==> src/hdl/output_pin_remap_pkg.sv <==
// Package with register map and field layout of the output pin remap block
package output_pin_remap_pkg;

    // ************************************************************
    // Register map
    // ************************************************************
    localparam logic [31:0] MAP_SIX_SEVEN_OFFSET   = 32'h0000_0000;
    localparam logic [31:0] MAP_EIGHT_NINE_OFFSET  = 32'h0000_0004;
    localparam logic [31:0] ADDR_DECODE_MASK       = 32'h0000_00ff;

    // ************************************************************
    // Field layout
    // ************************************************************
    localparam int          SEL_WIDTH              = 6;
    localparam int          HIGH_FIELD_LSB         = 8;
    localparam int          LOW_FIELD_LSB          = 0;
    localparam int          NUM_PINS               = 4;
    localparam int          NUM_PERIPH             = 64;
    localparam logic [5:0]  SEL_RESET              = 6'h00;
    localparam logic [5:0]  SEL_NONE               = 6'h00;

    // ************************************************************
    // AHB-Lite encodings
    // ************************************************************
    localparam logic [1:0]  HTRANS_NONSEQ          = 2'h2;
    localparam logic [1:0]  HTRANS_SEQ             = 2'h3;

    // ************************************************************
    // Register state
    // ************************************************************
    typedef struct packed {
        logic [5:0]  pin_six_output_select;
        logic [5:0]  pin_seven_output_select;
        logic [5:0]  pin_eight_output_select;
        logic [5:0]  pin_nine_output_select;
        logic        wr_pending;
        logic        rd_pending;
        logic [31:0] wr_addr;
        logic [31:0] hrdata;
        logic [3:0]  pin_out;
    } remap_state_s;

endpackage

==> src/hdl/output_pin_remap.sv <==
// Output pin remap selector with AHB-Lite register slave
`timescale 1ns/1ps
// Summary of operation
// RULE1 - A selector value n routes peripheral output n to its remappable pin.
// RULE2 - Pin seven selector lives in bits 13..8 of the first map register.
// RULE3 - Pin six selector lives in bits 5..0 of the first map register.
// RULE4 - Pin nine selector lives in bits 13..8 of the second map register.
// RULE5 - Pin eight selector lives in bits 5..0 of the second map register.
// RULE6 - Bits 15..14 and 7..6 read zero and ignore writes.
// RULE7 - Selectors reset to zero; value zero leaves the pin undriven.
module output_pin_remap
    import output_pin_remap_pkg::*;
(
    input  wire logic        clk,
    input  wire logic        sys_rst,
    input  wire logic        hsel,
    input  wire logic [31:0] haddr,
    input  wire logic [1:0]  htrans,
    input  wire logic        hwrite,
    input  wire logic [2:0]  hsize,
    input  wire logic [31:0] hwdata,
    input  wire logic        hready,
    output logic      [31:0] hrdata,
    output logic             hreadyout,
    output logic             hresp,
    input  wire logic [63:0] periph_out,
    output logic             remappable_pin_six,
    output logic             remappable_pin_seven,
    output logic             remappable_pin_eight,
    output logic             remappable_pin_nine,
    output logic      [3:0]  pin_driven
);

    // ************************************************************
    // Helpers
    // ************************************************************
    // Pack two selectors into one register image, unimplemented bits zero
    function automatic logic [31:0] pack_pair(input logic [5:0] hi, input logic [5:0] lo);
        logic [31:0] v;
        v = 32'h0000_0000;
        v[HIGH_FIELD_LSB +: SEL_WIDTH] = hi; // RULE6
        v[LOW_FIELD_LSB +: SEL_WIDTH]  = lo; // RULE6
        return v;
    endfunction

    // Read mux by offset; unmapped reads return zero
    function automatic logic [31:0] read_reg(input logic [31:0] a, input remap_state_s s);
        logic [31:0] v;
        v = 32'h0000_0000;
        if ((a & ADDR_DECODE_MASK) == MAP_SIX_SEVEN_OFFSET) begin
            v = pack_pair(s.pin_seven_output_select, s.pin_six_output_select);
        end else if ((a & ADDR_DECODE_MASK) == MAP_EIGHT_NINE_OFFSET) begin
            v = pack_pair(s.pin_nine_output_select, s.pin_eight_output_select);
        end
        return v;
    endfunction

    // ************************************************************
    // State
    // ************************************************************
    remap_state_s state_reg;
    remap_state_s state_next;
    logic         access_taken;
    logic [3:0]   sel_nonzero;
    logic [5:0]   sel_vec [NUM_PINS];

    assign access_taken = hsel && hready && (htrans == HTRANS_NONSEQ || htrans == HTRANS_SEQ);

    // Selectors in pin order six, seven, eight, nine
    assign sel_vec[0] = state_reg.pin_six_output_select;
    assign sel_vec[1] = state_reg.pin_seven_output_select;
    assign sel_vec[2] = state_reg.pin_eight_output_select;
    assign sel_vec[3] = state_reg.pin_nine_output_select;

    // ************************************************************
    // Next-state logic
    // ************************************************************
    // Write data arrives one cycle after its address phase
    always_comb begin
        state_next = state_reg;
        state_next.rd_pending = 1'b0;
        state_next.wr_pending = 1'b0;
        if (state_reg.wr_pending) begin
            if ((state_reg.wr_addr & ADDR_DECODE_MASK) == MAP_SIX_SEVEN_OFFSET) begin
                state_next.pin_seven_output_select = hwdata[HIGH_FIELD_LSB +: SEL_WIDTH]; // RULE2
                state_next.pin_six_output_select   = hwdata[LOW_FIELD_LSB +: SEL_WIDTH];  // RULE3
            end else if ((state_reg.wr_addr & ADDR_DECODE_MASK) == MAP_EIGHT_NINE_OFFSET) begin
                state_next.pin_nine_output_select  = hwdata[HIGH_FIELD_LSB +: SEL_WIDTH]; // RULE4
                state_next.pin_eight_output_select = hwdata[LOW_FIELD_LSB +: SEL_WIDTH];  // RULE5
            end
        end
        if (access_taken) begin
            state_next.wr_pending = hwrite;
            state_next.rd_pending = !hwrite;
            state_next.wr_addr    = haddr;
            // Read data registered at address phase, ready in data phase
            state_next.hrdata     = hwrite ? 32'h0000_0000 : read_reg(haddr, state_next);
        end
        // Pin routing uses the registered selectors, one cycle behind a write
        for (int i = 0; i < NUM_PINS; i++) begin
            state_next.pin_out[i] = (sel_vec[i] != SEL_NONE) && periph_out[sel_vec[i]]; // RULE1 RULE7
        end
    end

    // ************************************************************
    // Registers
    // ************************************************************
    always_ff @(posedge clk or posedge sys_rst) begin
        if (sys_rst) begin
            state_reg <= '0; // RULE7
        end else begin
            state_reg <= state_next;
        end
    end

    // Driven flags from a flop so every output is registered
    logic [3:0] driven_reg;
    generate
        for (genvar g = 0; g < NUM_PINS; g++) begin : g_drv
            assign sel_nonzero[g] = (sel_vec[g] != SEL_NONE); // RULE7
            always_ff @(posedge clk or posedge sys_rst) begin
                if (sys_rst) begin
                    driven_reg[g] <= 1'b0;
                end else begin
                    driven_reg[g] <= sel_nonzero[g];
                end
            end
        end
    endgenerate

    // Zero wait states, always OKAY
    always_ff @(posedge clk or posedge sys_rst) begin
        if (sys_rst) begin
            hreadyout <= 1'b0;
            hresp     <= 1'b0;
        end else begin
            hreadyout <= 1'b1;
            hresp     <= 1'b0;
        end
    end

    assign hrdata               = state_reg.hrdata;
    assign remappable_pin_six   = state_reg.pin_out[0];
    assign remappable_pin_seven = state_reg.pin_out[1];
    assign remappable_pin_eight = state_reg.pin_out[2];
    assign remappable_pin_nine  = state_reg.pin_out[3];
    assign pin_driven           = driven_reg;
endmodule // output_pin_remap

==> config.mk <==
export PLATFORM = sky130hd
export DESIGN_NAME = output_pin_remap
export DESIGN_NICKNAME = d
export VERILOG_FILES = /design/src/hdl/output_pin_remap_pkg.sv /design/src/hdl/output_pin_remap.sv
export SDC_FILE = /design/constraint.sdc
export NUM_CORES = 1
export LEC_CHECK = 0
export BUFFER_PORTS_ARGS = -buffer_cell sky130_fd_sc_hd__buf_2
export CELL_PAD_IN_SITES_DETAIL_PLACEMENT = 2
export CELL_PAD_IN_SITES_GLOBAL_PLACEMENT = 2
export CORE_UTILIZATION = 31
export DETAILED_ROUTE_END_ITERATION = 12
export PLACE_DENSITY = 0.87
export SLEW_MARGIN = 40
export SYNTH_ARGS = -nofsm -noshare
export SYNTH_HDL_FRONTEND = slang
export SYNTH_SLANG_ARGS = --single-unit
export TNS_END_PERCENT = 50
==> constraint.sdc <==
create_clock -name clk -period 2.5 [get_ports clk]
set_input_delay 0.25 -clock clk [delete_from_list [all_inputs] [get_ports clk]]
set_output_delay 0.25 -clock clk [all_outputs]
set_load 0.01 [all_outputs]
==> impl_metrics.json <==
{
  "status": "finished, final reports clean",
  "placed_area_mm2": 0.00519,
  "yosysSeqAreaShare": 0.299,
  "grt_use_total": 0.237,
  "cts_inserted_buffers": 5,
  "antenna_found_initial": 2,
  "ys_ff_latch": 54,
  "avgSynthCellArea_um2": 12.0,
  "cp-end-kind": "flop",
  "floorplan.initialDensity": 0.322,
  "largest_register_ff_count": 24,
  "cts.clk_slew.worst_paths_ns": 0.07,
  "critPathRequiredTime_ns": 2.69,
  "yosysWarningCount": 0,
  "peakVddDrop_mv": 0.348,
  "cts_buffer_depth": 2,
  "finClkSkew_ns": 0.00840,
  "final_common_cell": "buf_2",
  "fin_crit_ns": 2.30,
  "cts_resized": 0,
  "rows": 43,
  "die_y_um": 123,
  "final.setup.tns_ns": 0,
  "r2r-end": "hrdata[13]",
  "grt_pass1_vias": 4393,
  "drc": 0,
  "fin_nets": 612,
  "crit_start": "state_reg[41]",
  "overflow": 0,
  "core_area_mm2": 0.0140,
  "via_per_inst": 5.91,
  "post_cts_buffers": 0,
  "first_pass_iters": 4,
  "grt_max_degree": 23,
  "io_pins": 180,
  "grt_pass1_wl_um": 26100,
  "power.leakage_nw": 2.31,
  "dieArea_mm2": 0.0151,
  "wirelength_um": 16700,
  "cts_hold_buf": 1,
  "relSlewSlack": 0.390,
  "worstSetupPathType": "reg2reg",
  "fmax_mhz": 435,
  "syn_area_mm2": 0.00452,
  "power_density_mw_per_mm2": 478,
  "min_path_type": "in2reg",
  "vias": 3875,
  "final_layout_size_suffix_gt1_frac": 0.486,
  "cts_tree": "yes",
  "post_drt_wl_per_cell_um": 25.5,
  "clock_latency_ns": 0.30,
  "synth_cells": 377,
  "crit_path_end": "hrdata[13]",
  "die_w_um": 123,
  "finalSetupViolations": 0,
  "crit_arrival_ns": 2.49,
  "total_power_mw": 2.55,
  "layout_common_cells": "buf_2, mux4_2, dfrtp_1",
  "hpwl_um": 13200,
  "clock_sinks": 54,
  "clock-root-buffer": "clkbuf_16",
  "cts_max_level": 2,
  "r2r_slack_ns": 0.20,
  "post-place-cells": 646,
  "worstMarginPinSlew_ns": 0.915,
  "drtIter0Drc": 339,
  "final_area_mm2": 0.00534,
  "io_buffers": 110,
  "reg2reg_from": "state_reg[41]",
  "drv_cap": 0,
  "grt_setup_unrepaired": "no",
  "period_share": 0.919,
  "hold_viol_final": 0,
  "finalNonFillerCells": 656,
  "area.growth.synth_to_final_pct": 18.3,
  "ff2ff_path_depth": 6,
  "start_kind": "flop",
  "crit_path_max_fanout": 12,
  "gp_congestion": 0.895,
  "utilization": 0.381,
  "ant_nets": 0,
  "maxSlewViolCount": 0,
  "ys_types": 40
}
[cell type report]
class / count / area (µm²)
tap: 180 / 225
timing repair buffer: 129 / 746
clock inverter: 2 / 13.8
inverter: 8 / 30.0
fill: 1463 / 8700
antenna: 1 / 2.50
sequential: 54 / 1350
clock buffer: 6 / 129
multi-input combinational: 276 / 2850
[metal layers]
metal / part of all wire / GRT usage / wire, µm
met1: 0.36 / 0.275 / 6110
met2: 0.52 / 0.417 / 8730
met3: 0.079 / 0.0627 / 1320
met4: 0.033 / 0.0877 / 559
met5: 0.0016 / 0 / 27
[per-stage QoR]
step / setup WS (ns) / hold WS [ns]
global placement: 0.242 / 0.306
global route: 0.0823 / 0.191
finish: 0.202 / 0.180
floorplan: 0.187 / 0.356
detailed placement: 0.208 / 0.327
CTS: 0.181 / 0.165
[power by group]
part / leakage (nW) / switching [mW] / internal [mW]
sequential: 0.686 / 0.112 / 0.949
clock: 0.0708 / 0.335 / 0.373
combinational: 1.55 / 0.376 / 0.410
[Yosys cell counts]
cell,instances,share of area
clkbuf_1,12,0.010
buf_6,1,0.0025
a22o_1,26,0.050
o221ai_1,2,0.0039
o32a_1,1,0.0022
nand3b_1,2,0.0033
a22oi_1,11,0.018
a21oi_1,6,0.0066
mux2i_1,12,0.027
mux2_2,25,0.062
a221oi_1,2,0.0039
nand4_1,1,0.0014
o21ai_0,7,0.0078
nor4_1,4,0.0055
nand2_1,19,0.016
nor2_1,15,0.012
inv_1,8,0.0066
buf_4,33,0.055
mux2_4,10,0.033
conb_1,2,0.0017
nand2b_1,2,0.0028
mux4_2,56,0.28
nor3_1,3,0.0033
buf_2,11,0.012
nor4b_1,2,0.0039
o22ai_1,1,0.0014
or4b_1,1,0.0022
nand3_1,16,0.018
nor2b_1,8,0.011
or2_2,1,0.0014
or4_4,1,0.0025
a31oi_1,10,0.014
a211o_1,1,0.0019
a221o_1,2,0.0044
a211oi_1,1,0.0017
and3_1,4,0.0055
dfrtp_1,54,0.30
and4b_1,1,0.0022
or3_4,1,0.0025
buf_1,2,0.0017
[worst min-delay path by stage]
stage,cells past startpoint,endpoint,start
floorplan,2,state_reg[69],hwrite
global placement,2,hrdata[2],sys_rst
detailed placement,2,hrdata[2],sys_rst
CTS,3,state_reg[69],hwrite
global route,3,state_reg[69],hwrite
finish,3,state_reg[69],hwrite
[cell families (layout without fill, tap and decap cells)]
logic type,Yosys count,in the layout,synth area share
compound gates,70,70,0.116
flops,54,54,0.299
mux,103,103,0.401
other cells,2,23,0.00166
buf+inv,67,145,0.0878
simple gates,81,81,0.0936
[worst max-delay path, cell delays in order (launching register included)]
cell and delay (ns):
dfrtp_1 0.38, or4_4 0.54, nor3_1 0.18, buf_4 0.25, mux2_2 0.38, a22o_1 0.25
a22o_1 0.21
(Power assumes the default switching activity.)
